==> src/hw/uce_consts.vh <==
// Register indices, field positions and timing counts of the serial block
`ifndef UCE_CONSTS_VH
`define UCE_CONSTS_VH
// ------------------------------------------------------------------
// Register indices (byte address is four times the index)
// ------------------------------------------------------------------
`define UCE_ADDR_W 14
`define UCE_IDX_DATA 12'hf40
`define UCE_IDX_STAT 12'hf41
`define UCE_IDX_CTLA 12'hf42
`define UCE_IDX_CTLB 12'hf43
`define UCE_IDX_BAUDH 12'hf44
`define UCE_IDX_BAUDL 12'hf45
`define UCE_IDX_ADRCMP 12'hf46
// ------------------------------------------------------------------
// Reset values
// ------------------------------------------------------------------
`define UCE_CTLA_RST 8'h00
`define UCE_CTLB_RST 8'h00
`define UCE_BAUD_RST 16'h0001
`define UCE_ADRCMP_RST 8'h00
// ------------------------------------------------------------------
// Field positions of serial_control_a
// ------------------------------------------------------------------
`define UCE_A_TX_ON 7
`define UCE_A_RX_ON 6
`define UCE_A_CTS_GATE 5
`define UCE_A_PARITY_ON 4
`define UCE_A_PARITY_ODD 3
`define UCE_A_BREAK 2
`define UCE_A_STOP2 1
`define UCE_A_LOOPBACK 0
// ------------------------------------------------------------------
// Field positions of serial_control_b and status
// ------------------------------------------------------------------
`define UCE_B_MULTIDROP_ON 7
`define UCE_B_KIND_HI 6
`define UCE_B_KIND_LO 5
`define UCE_B_ERR_ONLY 4
`define UCE_B_TX_ADDR_BIT 3
`define UCE_B_INFRARED 1
`define UCE_S_RX_AVAIL 0
`define UCE_S_TX_EMPTY 1
`define UCE_S_TX_IDLE 2
`define UCE_S_RX_ADDR 3
`define UCE_S_PAR_ERR 4
`define UCE_S_FRM_ERR 5
`define UCE_S_OVERRUN 6
// ------------------------------------------------------------------
// Timing counts in oversample ticks
// ------------------------------------------------------------------
`define UCE_OVS_LAST 4'hf
`define UCE_MID_BIT 4'h7
`define UCE_IR_PULSE 4'h3
`define UCE_IR_BIT 5'h10
`define UCE_IR_WIN_END 5'h18
`endif

==> src/hw/uce_baud.v <==
// Oversample tick generator, sixteen ticks per bit
module uce_baud #(
    parameter W = 16
) (
    input wire clk,
    input wire rst,
    input wire [W-1:0] divisor,
    output reg tick
);
    reg [W-1:0] cnt_q;
    wire [W-1:0] last;

    // Divisor zero behaves as one
    assign last = (divisor == {W{1'b0}}) ? {W{1'b0}} : divisor - 1'b1;

    always @(posedge clk) begin
        if (rst) begin
            cnt_q <= {W{1'b0}};
            tick <= 1'b0;
        end else if (cnt_q >= last) begin
            cnt_q <= {W{1'b0}};
            tick <= 1'b1;
        end else begin
            cnt_q <= cnt_q + 1'b1;
            tick <= 1'b0;
        end
    end
endmodule // uce_baud

==> src/hw/uce_ir_codec.v <==
// Infrared pulse encoder and decoder placed between line and shifters
`include "uce_consts.vh"
module uce_ir_codec (
    input wire clk,
    input wire rst,
    input wire tick,
    input wire enable,
    input wire tx_bit,
    input wire [3:0] tx_phase,
    input wire rx_pin,
    output wire tx_pin,
    output wire rx_bit
);
    reg rx_prev_q;
    reg active_q;
    reg dec_out_q;
    reg [4:0] cnt_q;
    wire fall;

    // ------------------------------------------------------------------
    // Encoder: short high pulse for each zero bit
    // ------------------------------------------------------------------
    assign tx_pin = enable ? (~tx_bit & (tx_phase < `UCE_IR_PULSE)) : tx_bit;
    assign rx_bit = enable ? dec_out_q : rx_pin;
    assign fall = rx_prev_q & ~rx_pin;

    // ------------------------------------------------------------------
    // Decoder
    // ------------------------------------------------------------------
    always @(posedge clk) begin
        if (rst) begin
            rx_prev_q <= 1'b1;
            active_q <= 1'b0;
            dec_out_q <= 1'b1;
            cnt_q <= 5'h00;
        end else begin
            rx_prev_q <= rx_pin;
            if (enable && fall) begin
                cnt_q <= 5'h00;
                active_q <= 1'b1;
                dec_out_q <= 1'b0;
            end else if (active_q && tick) begin
                if (cnt_q == `UCE_IR_WIN_END) begin
                    active_q <= 1'b0;
                    dec_out_q <= 1'b1;
                end else begin
                    cnt_q <= cnt_q + 5'h01;
                    dec_out_q <= ((cnt_q + 5'h01) < `UCE_IR_BIT) ? 1'b0 : 1'b1;
                end
            end else if (!enable) begin
                active_q <= 1'b0;
                dec_out_q <= 1'b1;
            end
        end
    end
endmodule // uce_ir_codec

==> src/hw/uce_serial_ctl.v <==
// Serial transceiver with infrared codec and Avalon-MM register slave
`include "uce_consts.vh"
module uce_serial_ctl (
    input wire CLK,
    input wire RESET,
    input wire [`UCE_ADDR_W-1:0] ADDRESS,
    input wire READ,
    input wire WRITE,
    input wire [31:0] WRITEDATA,
    input wire [3:0] BYTEENABLE,
    output reg [31:0] READDATA,
    output reg WAITREQUEST,
    input wire RXD,
    input wire CTS_N,
    output reg TXD,
    output reg RX_IRQ
);
    localparam TX_IDLE = 3'd0;
    localparam TX_START = 3'd1;
    localparam TX_DATA = 3'd2;
    localparam TX_EXTRA = 3'd3;
    localparam TX_STOP = 3'd4;
    localparam RX_IDLE = 3'd0;
    localparam RX_START = 3'd1;
    localparam RX_DATA = 3'd2;
    localparam RX_EXTRA = 3'd3;
    localparam RX_STOP = 3'd4;

    function hit;
        input [`UCE_ADDR_W-1:0] addr;
        input [11:0] idx;
        begin
            hit = (addr == {idx, 2'b00});
        end
    endfunction

    reg [7:0] ctla_q;
    reg [7:0] ctlb_q;
    reg [15:0] baud_q;
    reg [7:0] adrcmp_q;
    reg [7:0] tx_hold_q;
    reg tx_full_q;
    reg [2:0] tx_state_q;
    reg [3:0] tx_phase_q;
    reg [2:0] tx_idx_q;
    reg [7:0] tx_shift_q;
    reg tx_extra_q;
    reg tx_stop_n_q;
    reg [2:0] rx_state_q;
    reg [3:0] rx_phase_q;
    reg [2:0] rx_idx_q;
    reg [7:0] rx_shift_q;
    reg rx_extra_q;
    reg [7:0] rx_data_q;
    reg rx_addr_q;
    reg rx_avail_q;
    reg par_err_q;
    reg frm_err_q;
    reg ovr_q;
    reg matched_q;
    wire [1:0] stable_q;
    reg tx_line;
    reg deliver;
    reg [7:0] rd_val;
    wire tick;
    wire tx_go;
    wire bit_end;
    wire rx_sample;
    wire codec_tx;
    wire rx_bit;
    wire [1:0] pins;
    wire need_extra;
    wire wr_take;
    wire rd_take;
    wire rx_done;
    wire rx_pin;
    wire [1:0] kind;

    wire tx_on = ctla_q[`UCE_A_TX_ON];
    wire rx_on = ctla_q[`UCE_A_RX_ON];
    wire par_on = ctla_q[`UCE_A_PARITY_ON];
    wire par_odd = ctla_q[`UCE_A_PARITY_ODD];
    wire brk = ctla_q[`UCE_A_BREAK];
    wire md_on = ctlb_q[`UCE_B_MULTIDROP_ON];

    // ------------------------------------------------------------------
    // Pin synchronisers
    // ------------------------------------------------------------------
    assign pins = {CTS_N, RXD};
    genvar g;
    generate
        for (g = 0; g < 2; g = g + 1) begin : g_sync
            reg [2:0] sync_q;
            reg hold_q;
            always @(posedge CLK) begin
                if (RESET) begin
                    sync_q <= 3'b111;
                    hold_q <= 1'b1;
                end else begin
                    sync_q <= {sync_q[1:0], pins[g]};
                    if (sync_q[1] == sync_q[2]) begin
                        hold_q <= sync_q[2];
                    end
                end
            end
            assign stable_q[g] = hold_q;
        end
    endgenerate

    // ------------------------------------------------------------------
    // Baud ticks and infrared codec
    // ------------------------------------------------------------------
    uce_baud #(.W(16)) u_baud (
        .clk(CLK),
        .rst(RESET),
        .divisor(baud_q),
        .tick(tick)
    );

    assign rx_pin = ctla_q[`UCE_A_LOOPBACK] ? TXD : stable_q[0];

    uce_ir_codec u_ir (
        .clk(CLK),
        .rst(RESET),
        .tick(tick),
        .enable(ctlb_q[`UCE_B_INFRARED]),
        .tx_bit(tx_line),
        .tx_phase(tx_phase_q),
        .rx_pin(rx_pin),
        .tx_pin(codec_tx),
        .rx_bit(rx_bit)
    );

    // ------------------------------------------------------------------
    // Transmitter
    // ------------------------------------------------------------------
    // transmitter enable
    assign tx_go = tx_on & (~ctla_q[`UCE_A_CTS_GATE] | ~stable_q[1]);
    assign bit_end = tick & (tx_phase_q == `UCE_OVS_LAST);
    assign need_extra = par_on | md_on;

    always @* begin
        case (tx_state_q)
            TX_START: tx_line = 1'b0;
            TX_DATA: tx_line = tx_shift_q[0];
            TX_EXTRA: tx_line = tx_extra_q;
            default: tx_line = 1'b1;
        endcase
    end

    always @(posedge CLK) begin
        if (RESET) begin
            tx_state_q <= TX_IDLE;
            tx_phase_q <= 4'h0;
            tx_idx_q <= 3'd0;
            tx_shift_q <= 8'h00;
            tx_extra_q <= 1'b0;
            tx_stop_n_q <= 1'b0;
            TXD <= 1'b1;
        end else begin
            TXD <= brk ? 1'b0 : codec_tx;
            if (tick) begin
                tx_phase_q <= tx_phase_q + 4'h1;
            end
            if (brk) begin
                tx_state_q <= TX_IDLE;
            end else begin
                case (tx_state_q)
                    TX_IDLE: begin
                        tx_phase_q <= 4'h0;
                        if (tx_full_q && tx_go) begin
                            tx_shift_q <= tx_hold_q;
                            tx_idx_q <= 3'd0;
                            tx_extra_q <= par_on ? (^tx_hold_q ^ par_odd)
                                : ctlb_q[`UCE_B_TX_ADDR_BIT];
                            tx_stop_n_q <= ctla_q[`UCE_A_STOP2];
                            tx_state_q <= TX_START;
                        end
                    end
                    TX_START: begin
                        if (bit_end) begin
                            tx_state_q <= TX_DATA;
                        end
                    end
                    TX_DATA: begin
                        if (bit_end) begin
                            tx_shift_q <= {1'b0, tx_shift_q[7:1]};
                            tx_idx_q <= tx_idx_q + 3'd1;
                            if (tx_idx_q == 3'd7) begin
                                tx_state_q <= need_extra ? TX_EXTRA : TX_STOP;
                            end
                        end
                    end
                    TX_EXTRA: begin
                        if (bit_end) begin
                            tx_state_q <= TX_STOP;
                        end
                    end
                    default: begin
                        if (bit_end) begin
                            tx_stop_n_q <= 1'b0;
                            if (!tx_stop_n_q) begin
                                tx_state_q <= TX_IDLE;
                            end
                        end
                    end
                endcase
            end
        end
    end

    // ------------------------------------------------------------------
    // Receiver
    // ------------------------------------------------------------------
    assign rx_sample = tick & (rx_phase_q == `UCE_OVS_LAST);
    assign rx_done = (rx_state_q == RX_STOP) & rx_sample;
    assign kind = ctlb_q[`UCE_B_KIND_HI:`UCE_B_KIND_LO];

    always @* begin
        deliver = 1'b1;
        if (md_on) begin
            case (kind)
                2'b00: deliver = 1'b1;
                2'b01: deliver = rx_extra_q;
                2'b10: deliver = ~rx_extra_q & matched_q;
                default: deliver = rx_extra_q ? (rx_shift_q == adrcmp_q)
                    : matched_q;
            endcase
        end
    end

    always @(posedge CLK) begin
        if (RESET) begin
            rx_state_q <= RX_IDLE;
            rx_phase_q <= 4'h0;
            rx_idx_q <= 3'd0;
            rx_shift_q <= 8'h00;
            rx_extra_q <= 1'b0;
            matched_q <= 1'b0;
        end else if (!rx_on) begin
            rx_state_q <= RX_IDLE;
        end else begin
            if (tick) begin
                rx_phase_q <= rx_phase_q + 4'h1;
            end
            case (rx_state_q)
                RX_IDLE: begin
                    if (tick && !rx_bit) begin
                        rx_phase_q <= 4'h0;
                        rx_state_q <= RX_START;
                    end
                end
                RX_START: begin
                    if (tick && rx_phase_q == `UCE_MID_BIT) begin
                        rx_phase_q <= 4'h0;
                        rx_idx_q <= 3'd0;
                        rx_extra_q <= 1'b0;
                        rx_state_q <= rx_bit ? RX_IDLE : RX_DATA;
                    end
                end
                RX_DATA: begin
                    if (rx_sample) begin
                        rx_shift_q <= {rx_bit, rx_shift_q[7:1]};
                        rx_idx_q <= rx_idx_q + 3'd1;
                        if (rx_idx_q == 3'd7) begin
                            rx_state_q <= need_extra ? RX_EXTRA : RX_STOP;
                        end
                    end
                end
                RX_EXTRA: begin
                    if (rx_sample) begin
                        rx_extra_q <= rx_bit;
                        rx_state_q <= RX_STOP;
                    end
                end
                default: begin
                    if (rx_sample) begin
                        rx_state_q <= RX_IDLE;
                        if (md_on && rx_extra_q) begin
                            matched_q <= (rx_shift_q == adrcmp_q);
                        end
                    end
                end
            endcase
        end
    end

    // ------------------------------------------------------------------
    // Avalon-MM slave: answer one cycle after the request is seen
    // ------------------------------------------------------------------
    assign wr_take = WRITE & ~WAITREQUEST;
    assign rd_take = READ & ~WAITREQUEST;

    always @* begin
        rd_val = 8'h00;
        if (hit(ADDRESS, `UCE_IDX_DATA)) begin
            rd_val = rx_data_q;
        end else if (hit(ADDRESS, `UCE_IDX_STAT)) begin
            rd_val = {1'b0, ovr_q, frm_err_q, par_err_q, rx_addr_q,
                tx_state_q == TX_IDLE, ~tx_full_q, rx_avail_q};
        end else if (hit(ADDRESS, `UCE_IDX_CTLA)) begin
            rd_val = ctla_q;
        end else if (hit(ADDRESS, `UCE_IDX_CTLB)) begin
            rd_val = ctlb_q;
        end else if (hit(ADDRESS, `UCE_IDX_BAUDH)) begin
            rd_val = baud_q[15:8];
        end else if (hit(ADDRESS, `UCE_IDX_BAUDL)) begin
            rd_val = baud_q[7:0];
        end else if (hit(ADDRESS, `UCE_IDX_ADRCMP)) begin
            rd_val = adrcmp_q;
        end
    end

    always @(posedge CLK) begin
        if (RESET) begin
            WAITREQUEST <= 1'b1;
            READDATA <= 32'h0000_0000;
        end else if ((READ || WRITE) && WAITREQUEST) begin
            WAITREQUEST <= 1'b0;
            READDATA <= {24'h00_0000, READ ? rd_val : 8'h00};
        end else begin
            WAITREQUEST <= 1'b1;
        end
    end

    // ------------------------------------------------------------------
    // Registers and flags
    // ------------------------------------------------------------------
    always @(posedge CLK) begin
        if (RESET) begin
            ctla_q <= `UCE_CTLA_RST;
            ctlb_q <= `UCE_CTLB_RST;
            baud_q <= `UCE_BAUD_RST;
            adrcmp_q <= `UCE_ADRCMP_RST;
            tx_hold_q <= 8'h00;
            tx_full_q <= 1'b0;
            rx_data_q <= 8'h00;
            rx_addr_q <= 1'b0;
            rx_avail_q <= 1'b0;
            par_err_q <= 1'b0;
            frm_err_q <= 1'b0;
            ovr_q <= 1'b0;
            RX_IRQ <= 1'b0;
        end else begin
            if (tx_state_q == TX_IDLE && tx_full_q && tx_go && !brk) begin
                tx_full_q <= 1'b0;
            end
            if (wr_take && BYTEENABLE[0]) begin
                if (hit(ADDRESS, `UCE_IDX_DATA)) begin
                    if (!tx_full_q) begin
                        tx_hold_q <= WRITEDATA[7:0];
                        tx_full_q <= 1'b1;
                    end
                end else if (hit(ADDRESS, `UCE_IDX_STAT)) begin
                    if (WRITEDATA[`UCE_S_PAR_ERR]) par_err_q <= 1'b0;
                    if (WRITEDATA[`UCE_S_FRM_ERR]) frm_err_q <= 1'b0;
                    if (WRITEDATA[`UCE_S_OVERRUN]) ovr_q <= 1'b0;
                end else if (hit(ADDRESS, `UCE_IDX_CTLA)) begin
                    ctla_q <= WRITEDATA[7:0];
                end else if (hit(ADDRESS, `UCE_IDX_CTLB)) begin
                    ctlb_q <= WRITEDATA[7:0];
                end else if (hit(ADDRESS, `UCE_IDX_BAUDH)) begin
                    baud_q[15:8] <= WRITEDATA[7:0];
                end else if (hit(ADDRESS, `UCE_IDX_BAUDL)) begin
                    baud_q[7:0] <= WRITEDATA[7:0];
                end else if (hit(ADDRESS, `UCE_IDX_ADRCMP)) begin
                    adrcmp_q <= WRITEDATA[7:0];
                end
            end
            if (rd_take && hit(ADDRESS, `UCE_IDX_DATA)) begin
                rx_avail_q <= 1'b0;
            end
            // Completion events are placed last so a set beats a clear
            if (rx_done && rx_on) begin
                if (par_on && (rx_extra_q != (^rx_shift_q ^ par_odd))) begin
                    par_err_q <= 1'b1;
                end
                if (!rx_bit) begin
                    frm_err_q <= 1'b1;
                end
                if (deliver) begin
                    if (rx_avail_q && !(rd_take &&
                        hit(ADDRESS, `UCE_IDX_DATA))) begin
                        ovr_q <= 1'b1;
                    end else begin
                        rx_data_q <= rx_shift_q;
                        rx_addr_q <= md_on & rx_extra_q;
                        rx_avail_q <= 1'b1;
                    end
                end
            end
            RX_IRQ <= rx_on & ((rx_avail_q & ~ctlb_q[`UCE_B_ERR_ONLY])
                | par_err_q | frm_err_q | ovr_q);
        end
    end
endmodule // uce_serial_ctl

==> config.mk <==
export PLATFORM = sky130hd
export DESIGN_NAME = uce_serial_ctl
export DESIGN_NICKNAME = d
export VERILOG_FILES = /design/src/hw/uce_baud.v /design/src/hw/uce_ir_codec.v /design/src/hw/uce_serial_ctl.v
export VERILOG_INCLUDE_DIRS = /design/src /design/src/hw
export SDC_FILE = /design/constraint.sdc
export NUM_CORES = 1
export LEC_CHECK = 0
export ABC_AREA = 1
export BUFFER_PORTS_ARGS = -buffer_cell sky130_fd_sc_hd__buf_4
export CAP_MARGIN = 40
export CORE_ASPECT_RATIO = 1.1
export CORE_MARGIN = 2
export CORE_UTILIZATION = 40
export CTS_CLUSTER_SIZE = 25
export DETAILED_ROUTE_END_ITERATION = 10
export GPL_TIMING_DRIVEN = 0
export MAX_ROUTING_LAYER = met4
export PLACE_DENSITY = 0.56
export SLEW_MARGIN = 20
export SYNTH_ARGS = -nofsm -noshare
export SYNTH_HDL_FRONTEND = slang
export SYNTH_SLANG_ARGS = --single-unit
==> constraint.sdc <==
create_clock -name CLK -period 6.6 [get_ports CLK]
set_input_delay 0 -clock CLK [delete_from_list [all_inputs] [get_ports CLK]]
set_output_delay 0 -clock CLK [all_outputs]
set_load 0.005 [all_outputs]
# Yosys cells after proc, flatten, opt, wreduce, memory -nomap -nowiden
# Index checks and enable logic that the tools add are counted.
# W data, S select, Z words.
# word_totals
input_bits	56
out_inout_bits	35
reg_bits	146
word_cells	276
# classes
n_eq_ne	39
reduce_logical	54
magnitude_cmp	3
bitwise_logic	39
mux	95
add_sub_neg	7
# op_table
operator	n
$eq A14 B14 Y1 const B	7
$mux W8	10
$mux W3	18
$mux W1	49
$mux W4	6
$pmux W3 S4	2
$reduce_and A4 Y1	6
$ne A2 B2 Y1 const B	10
$not A1 Y1	20
$add A16 B1 Y16 const B	1
$ge A16 B16 Y1	1
$logic_not A16 Y1	1
$mux W16	1
$pmux W8 S2	1
$reduce_xor A8 Y1	2
$sub A16 B1 Y16 const B	1
$logic_and A1 B1 Y1	15
$reduce_and A7 Y1	2
$and A1 B1 Y1	12
$eq A3 B2 Y1 const B	4
$pmux W3 S2	2
$reduce_and A3 Y1	4
$reduce_and A6 Y1	2
$eq A3 B3 Y1 const B	3
35 further kinds	57

# Logic depth before layout (Yosys ltp)
# logic_depth
word_depth	9
ltp_mapped	19
depth_no_buf	19

# By module
# From an unflattened synthesis, not the netlist that was laid out.
# hier_totals
cells_unflattened	1185
area_unflattened_um2	8335.5
# modules_own_cells
mod	n_inst	seq_area_each_um2	cells_each	area_per_inst_um2
uce_serial_ctl	1	2422.3	855	6120.9
uce_baud	1	340.3	255	1736.7
uce_ir_codec	1	160.2	75	478.0

# Worst setup path after synthesis
# OpenSTA, ideal clock, no wires.
# synth_timing
path_kind	reg2reg
start	reg baud_q[0]
end	reg u_baud.cnt_q[13]
arrival_time_ps	2614
n_path_buf	1
path_stages_with_launch	20
synth_period_minus_slack_ps	2742
slack_ps	3858
setup_time_ps	128
t_required_ps	6472
path_cell_list	dfxtp_1 > inv_1 > nand3_1 > nor3_2 > nand2_1 > inv_1 > nand2_1 > nor2_1 > nand4_1 > xor2_1 > nand2_1 > ha_1 > nand2_1 > inv_1 > nand3_1 > nor3_1 > nand3_1 > nand4_1 > clkbuf_1 > nor2_1
# synth_between
elab_chain_len	4
word_cells_on_any_way	5
cone_classes	add/sub (1); order compare (1); mux (1); reduce/logical (2)
# synth_lines
item	line	text
from (decl)	uce_serial_ctl.v:39	reg [15:0] baud_q;
from (signal assigned)	uce_serial_ctl.v:333	baud_q <= `UCE_BAUD_RST;
from (signal assigned)	uce_serial_ctl.v:365	baud_q[7:0] <= WRITEDATA[7:0];
$sub A16 B1 Y16 / $logic_not A16 Y1 (equally long branches)	uce_baud.v:14	assign last = (divisor == {W{1'b0}}) ? {W{1'b0}} : divisor - 1'b1;
$mux W16 *	uce_baud.v:14	
$ge A16 B16 Y1 *	uce_baud.v:20	end else if (cnt_q >= last) begin
$reduce_or A2 Y1 (no source line) *	--	
to (signal assigned)	uce_baud.v:18	cnt_q <= {W{1'b0}};
to (signal assigned)	uce_baud.v:21	cnt_q <= {W{1'b0}};
to (signal assigned)	uce_baud.v:24	cnt_q <= cnt_q + 1'b1;
to (decl)	uce_baud.v:10	reg [W-1:0] cnt_q;
# Mark *: on every way between the ends. The rest lies on a longest branch, timed or not.
# A chain may end at the register's enable or synchronous reset.

# Final worst setup path
# Same ends and word-level chain as after synthesis.

==> results.md <==
- The run finished with clean final reports.
- The required time of the critical path is 6.90 ns.
- The chip width is 138 microns.
- The share of total power dissipated in sequential elements is 0.411.
- After detailed routing, the average wire length per cell comes to 14.5 microns.
- Clock latency on the worst-skew pair, taken at its later pin, is 0.43 ns.
- The mean post-synth cell area is between 7 and 8 sq um.
- For this run, design rule violations remaining after detail routing come to 0.
- The fraction of layout cells with a size suffix above 1 is 0.136.
- Across all setup checks in the final design, the least slack found is 3.19 ns.
- The routed layout has 7267 vias.
- The worst setup path is captured at a flop.
- The floorplan step defined a die boundary enclosing about 21000 sq um.
- The share of total power dissipated in combinational logic is 0.104.
- Hold timing on the final database bottoms out at a slack of 0.0528 ns.
- The final global-route overflow total is 0.
- The max-slew violation total from the final report is 0.
- Of the total synthesized cell area, the portion taken by full adders, half adders and majority gates is 0.0426.
- Cell internal power was estimated by the tool at 1710 uW.
- The final cycle utilization of the critical path is 0.516.
- The total area inside the core boundary comes to between 15000 and 20000 sq um.
- After synthesis the cells add up to 7930 sq um.
- In this run the power spent charging and discharging nets is 541 uW.
- The worst setup path is launched from a flop.
- The dominant cell by count in the synthesized netlist is sky130_fd_sc_hd__nand2_1.
- Dividing the detail-routed via count by the number of cells gives 4.93.
- Of all nets on the critical path, the largest fanout is 10.
- The max capacitance violation total is 0.
- The areal power density over the cells is 239 nW/um^2.
- The share of total power dissipated in the clock network is 0.485.
- By count the netlist is led by 206 x sky130_fd_sc_hd__nand2_1, 146 x sky130_fd_sc_hd__dfxtp_1, 141 x sky130_fd_sc_hd__inv_1.
- The register-to-register setup slack is 3.19 ns.
- Summing all flip-flop and latch instances after layout gives 2920 sq um.
- The area used by multi-input combinational logic is 4180 sq um.
- The portion of the post-synthesis area used by sequential elements is 0.369.
- The initial DRC count is 478.
- The number of diodes added for antenna fixing is 0.
- The level count of the clock H-tree is 4.
- The net count of the finished layout is between 1000 and 1500.
- For this run, the leading register cell type out of synthesis is sky130_fd_sc_hd__dfxtp_1.
- By area the synthesized netlist is led by sky130_fd_sc_hd__dfxtp_1 37%, sky130_fd_sc_hd__nand2_1 9.8%, sky130_fd_sc_hd__a21oi_1 6.8%, sky130_fd_sc_hd__inv_1 6.7%, sky130_fd_sc_hd__nor2_1 5.1%.
- The leakage power is 0.00421 uW.
- The initial cell density of the core is 0.403.
- The post-synthesis simple-gate area fraction is 0.268.
- The number of antenna violations at the first check in global routing is 0.
- The cell chosen for the clock root is sky130_fd_sc_hd__clkbuf_16.
- The floorplan has 54 rows.
- The area share of the leading cell type in the synthesized netlist is 0.369.
- The path class of the lowest-slack min-delay path is input pin to flop.
- The highest clock rate is 294 MHz.
- The count of clock tree sinks is 146.
- The top cell type by total area after synthesis is sky130_fd_sc_hd__dfxtp_1.
- The share of async-settable or async-resettable flops after synthesis is 0.
- At the end of routability-driven placement, the weighted congestion stood at just over 0.9.
- In the global route stage, overall resource usage came out at 0.214.
- Of the total synthesized cell area, the portion taken by XOR and XNOR cells is 0.0431.
- The pin count of the biggest net entering global routing is 17.
- The detail route stage leaves a number of antenna-violating nets equal to 0.
- The count of mapped cells out of synthesis is about 1100.
- Yosys printed 0 warnings.
- The number of buffers inserted by port buffering is 38.
- The count of flip-flops with a built-in enable after synthesis is 0.
- The clock passes through at most 2 buffers.
- Counting distinct cell types in the post-synthesis netlist gives 51.
- Before CTS, the worst setup slack after placement is around 3.2 ns.
- Clock tree synthesis inserted a total of 17 buffers.
- Setup total negative slack on the finished layout was measured at 0 ns.
- Setup violations remaining at the end of the flow were counted as 0.
- For the pin with the worst max-slew slack, the measured transition is approximately 0.68 ns.
- After synthesis, the largest family of logic cells by area is simple AND/OR/NAND/NOR gates.
- The number of global-route vias before repair is 6563.
- The CTS tree is built.
- The first TritonRoute pass finished after 5 iterations.
- The number of hold-slack violations in the final timing report is 0.
- Synthesis inferred 146 register bits.
- The number of post-CTS setup repair buffers is 0.
- Clock-pin slew was measured on the worst setup and hold paths at 0.06 ns.
- Summed over all nets, the half-perimeter wirelength after detailed placement is 16300 microns.
- After detailed routing, the total wire length is between 20000 and 25000 microns.
- The relative slew slack is 0.549.
- The largest voltage drop on the vdd net is 0.000205 V.
- Data arrives at the worst endpoint at 3.71 ns.
- The area growth from synthesis to layout is 18.6%.
- The number of ports placed on the die boundary is 91.
- Of the total power, the share spent switching nets is 0.240.
- The count of fill cells added during filler insertion is between 2000 and 2500.
- The critical path is of the flop to flop type.
- The compound-gate portion of the synthesized area came to 0.162.
- The post-cts gate resize count is 0.
- Setup repair after global routing left no endpoint under its margin.
- The chip height is 152 microns.
- The worst path needs 3.41 ns of the cycle, external delays included.
- The first global-routing pass estimated 34300 microns of wire.
- Clock skew on the completed layout was measured at 0.00967 ns.
- After synthesis, the share of cell area in mux cells is 0.
==> final cells by class <==
class                           instances  share of cell area
Buffer                                 52              0.0340
Clock buffer                           23              0.0519
Clock inverter                          9              0.0186
Inverter                              157              0.0630
Multi-Input combinational cell        784               0.445
Sequential cell                       146               0.311
Tap cell                              252              0.0336
Timing Repair Buffer                   50              0.0433
==> worst paths after layout <==
path / from / endpoint / depth (start not counted)
setup reg to reg: baud_q[0]$_SDFFE_PP1P_ / u_baud.cnt_q[13]$_SDFF_PP0_ / 19
setup / recovery: baud_q[0]$_SDFFE_PP1P_ / u_baud.cnt_q[13]$_SDFF_PP0_ / 19
hold / removal: WRITE / READDATA[0]$_SDFFE_PP0P_ / 4
hold reg to reg: g_sync[0].sync_q[0]$_SDFF_PP1_ / g_sync[0].sync_q[1]$_SDFF_PP1_ / 1
==> per-layer routing <==
| metal | part of all wire | routed length [microns] | GRT usage | up-vias |
|---|---|---|---|---|
| met3 | 0.048 | 1020 | 0.0396 | 21 |
| met2 | 0.45 | 9620 | 0.342 | 169 |
| met4 | 0.019 | 412 | 0.0760 | 0 |
| met5 | 0 | 0 | - | - |
| met1 | 0.48 | 10300 | 0.274 | 3298 |
| li1 | - | - | - | 3779 |
==> power by group through the flow <==
stage                     logic, uW  clock network (uW)  registers [uW]
after floorplan                 159                   0             940
after global placement          228                   0             943
after detailed placement        229                   0             942
after CTS                       235                1110             923
after global routing            268                1140             925
final                           235                1090             924
==> metrics by stage <==
step,total power [uW],cells,util,area (sq um)
2_1_floorplan,1100,1139,-,8010
3_3_place_gp,1170,1429,0.438,8610
3_5_place_dp,1170,1430,0.439,8620
4_1_cts,2270,1473,0.478,9400
5_1_grt,2340,1473,0.478,9400
6_report,2250,1473,0.478,9400
==> state kept, by name (all words and copies together), names as in the netlist, 2 cells and up <==
name / count
baud_q: 16
u_baud.cnt_q: 16
READDATA: 8
adrcmp_q: 8
ctla_q: 8
ctlb_q: 8
rx_data_q: 8
rx_shift_q: 8
tx_hold_q: 8
tx_shift_q: 8
g_sync.sync_q: 6
u_ir.cnt_q: 5
rx_phase_q: 4
tx_phase_q: 4
rx_idx_q: 3
rx_state_q: 3
tx_idx_q: 3
tx_state_q: 3
g_sync.hold_q: 2
==> critical path, cell delays in order (launching register included) <==
cell and delay (ns):
sky130_fd_sc_hd__dfxtp_1 0.36, sky130_fd_sc_hd__inv_1 0.12, sky130_fd_sc_hd__nand3_1 0.14, sky130_fd_sc_hd__nor3_2 0.18, sky130_fd_sc_hd__nand2_1 0.10, sky130_fd_sc_hd__inv_1 0.11
sky130_fd_sc_hd__nand2_1 0.10, sky130_fd_sc_hd__nor2_1 0.13, sky130_fd_sc_hd__nand4_1 0.11, sky130_fd_sc_hd__xor2_1 0.16, sky130_fd_sc_hd__nand2_1 0.07, sky130_fd_sc_hd__ha_1 0.31
sky130_fd_sc_hd__nand2_1 0.07, sky130_fd_sc_hd__inv_1 0.05, sky130_fd_sc_hd__nand3_1 0.09, sky130_fd_sc_hd__nor3_1 0.24, sky130_fd_sc_hd__nand3_1 0.13, sky130_fd_sc_hd__nand4_1 0.28
sky130_fd_sc_hd__clkbuf_1 0.44, sky130_fd_sc_hd__nor2_1 0.10
==> placed cells by master (no fill, tap or decap), types with 6 or more instances in the layout <==
cell / count
sky130_fd_sc_hd__a211oi_1: 23
sky130_fd_sc_hd__o21ai_1: 15
sky130_fd_sc_hd__nand2_1: 206
sky130_fd_sc_hd__nand4_1: 17
sky130_fd_sc_hd__clkbuf_16: 17
sky130_fd_sc_hd__or2_2: 12
sky130_fd_sc_hd__nand3_1: 70
sky130_fd_sc_hd__o21ai_0: 64
sky130_fd_sc_hd__nor2_1: 107
sky130_fd_sc_hd__xor2_1: 28
sky130_fd_sc_hd__clkbuf_1: 18
sky130_fd_sc_hd__ha_1: 27
sky130_fd_sc_hd__buf_4: 65
sky130_fd_sc_hd__nand2_2: 9
sky130_fd_sc_hd__a21oi_1: 107
sky130_fd_sc_hd__xnor2_1: 11
sky130_fd_sc_hd__inv_1: 141
sky130_fd_sc_hd__conb_1: 24
sky130_fd_sc_hd__inv_2: 14
sky130_fd_sc_hd__nor3_1: 7
sky130_fd_sc_hd__dfxtp_1: 146
sky130_fd_sc_hd__nor2_2: 7
sky130_fd_sc_hd__buf_2: 6
sky130_fd_sc_hd__dlygate4sd3_1: 11
==> kinds of logic after synthesis <==
family,Yosys count
and+or+nand+nor,462
AOI/OAI and AO/OA,232
buffers and inverters,209
DFF,146
xor gates and xnor gates,39
adders and majority gates,27
other,1
==> repair_timing <==
action	CTS	global route
endpoints found under the setup margin	0	0
hold endpoints to repair	50	0
hold buffers	11	0
Power figures use the tool's default switching activity.
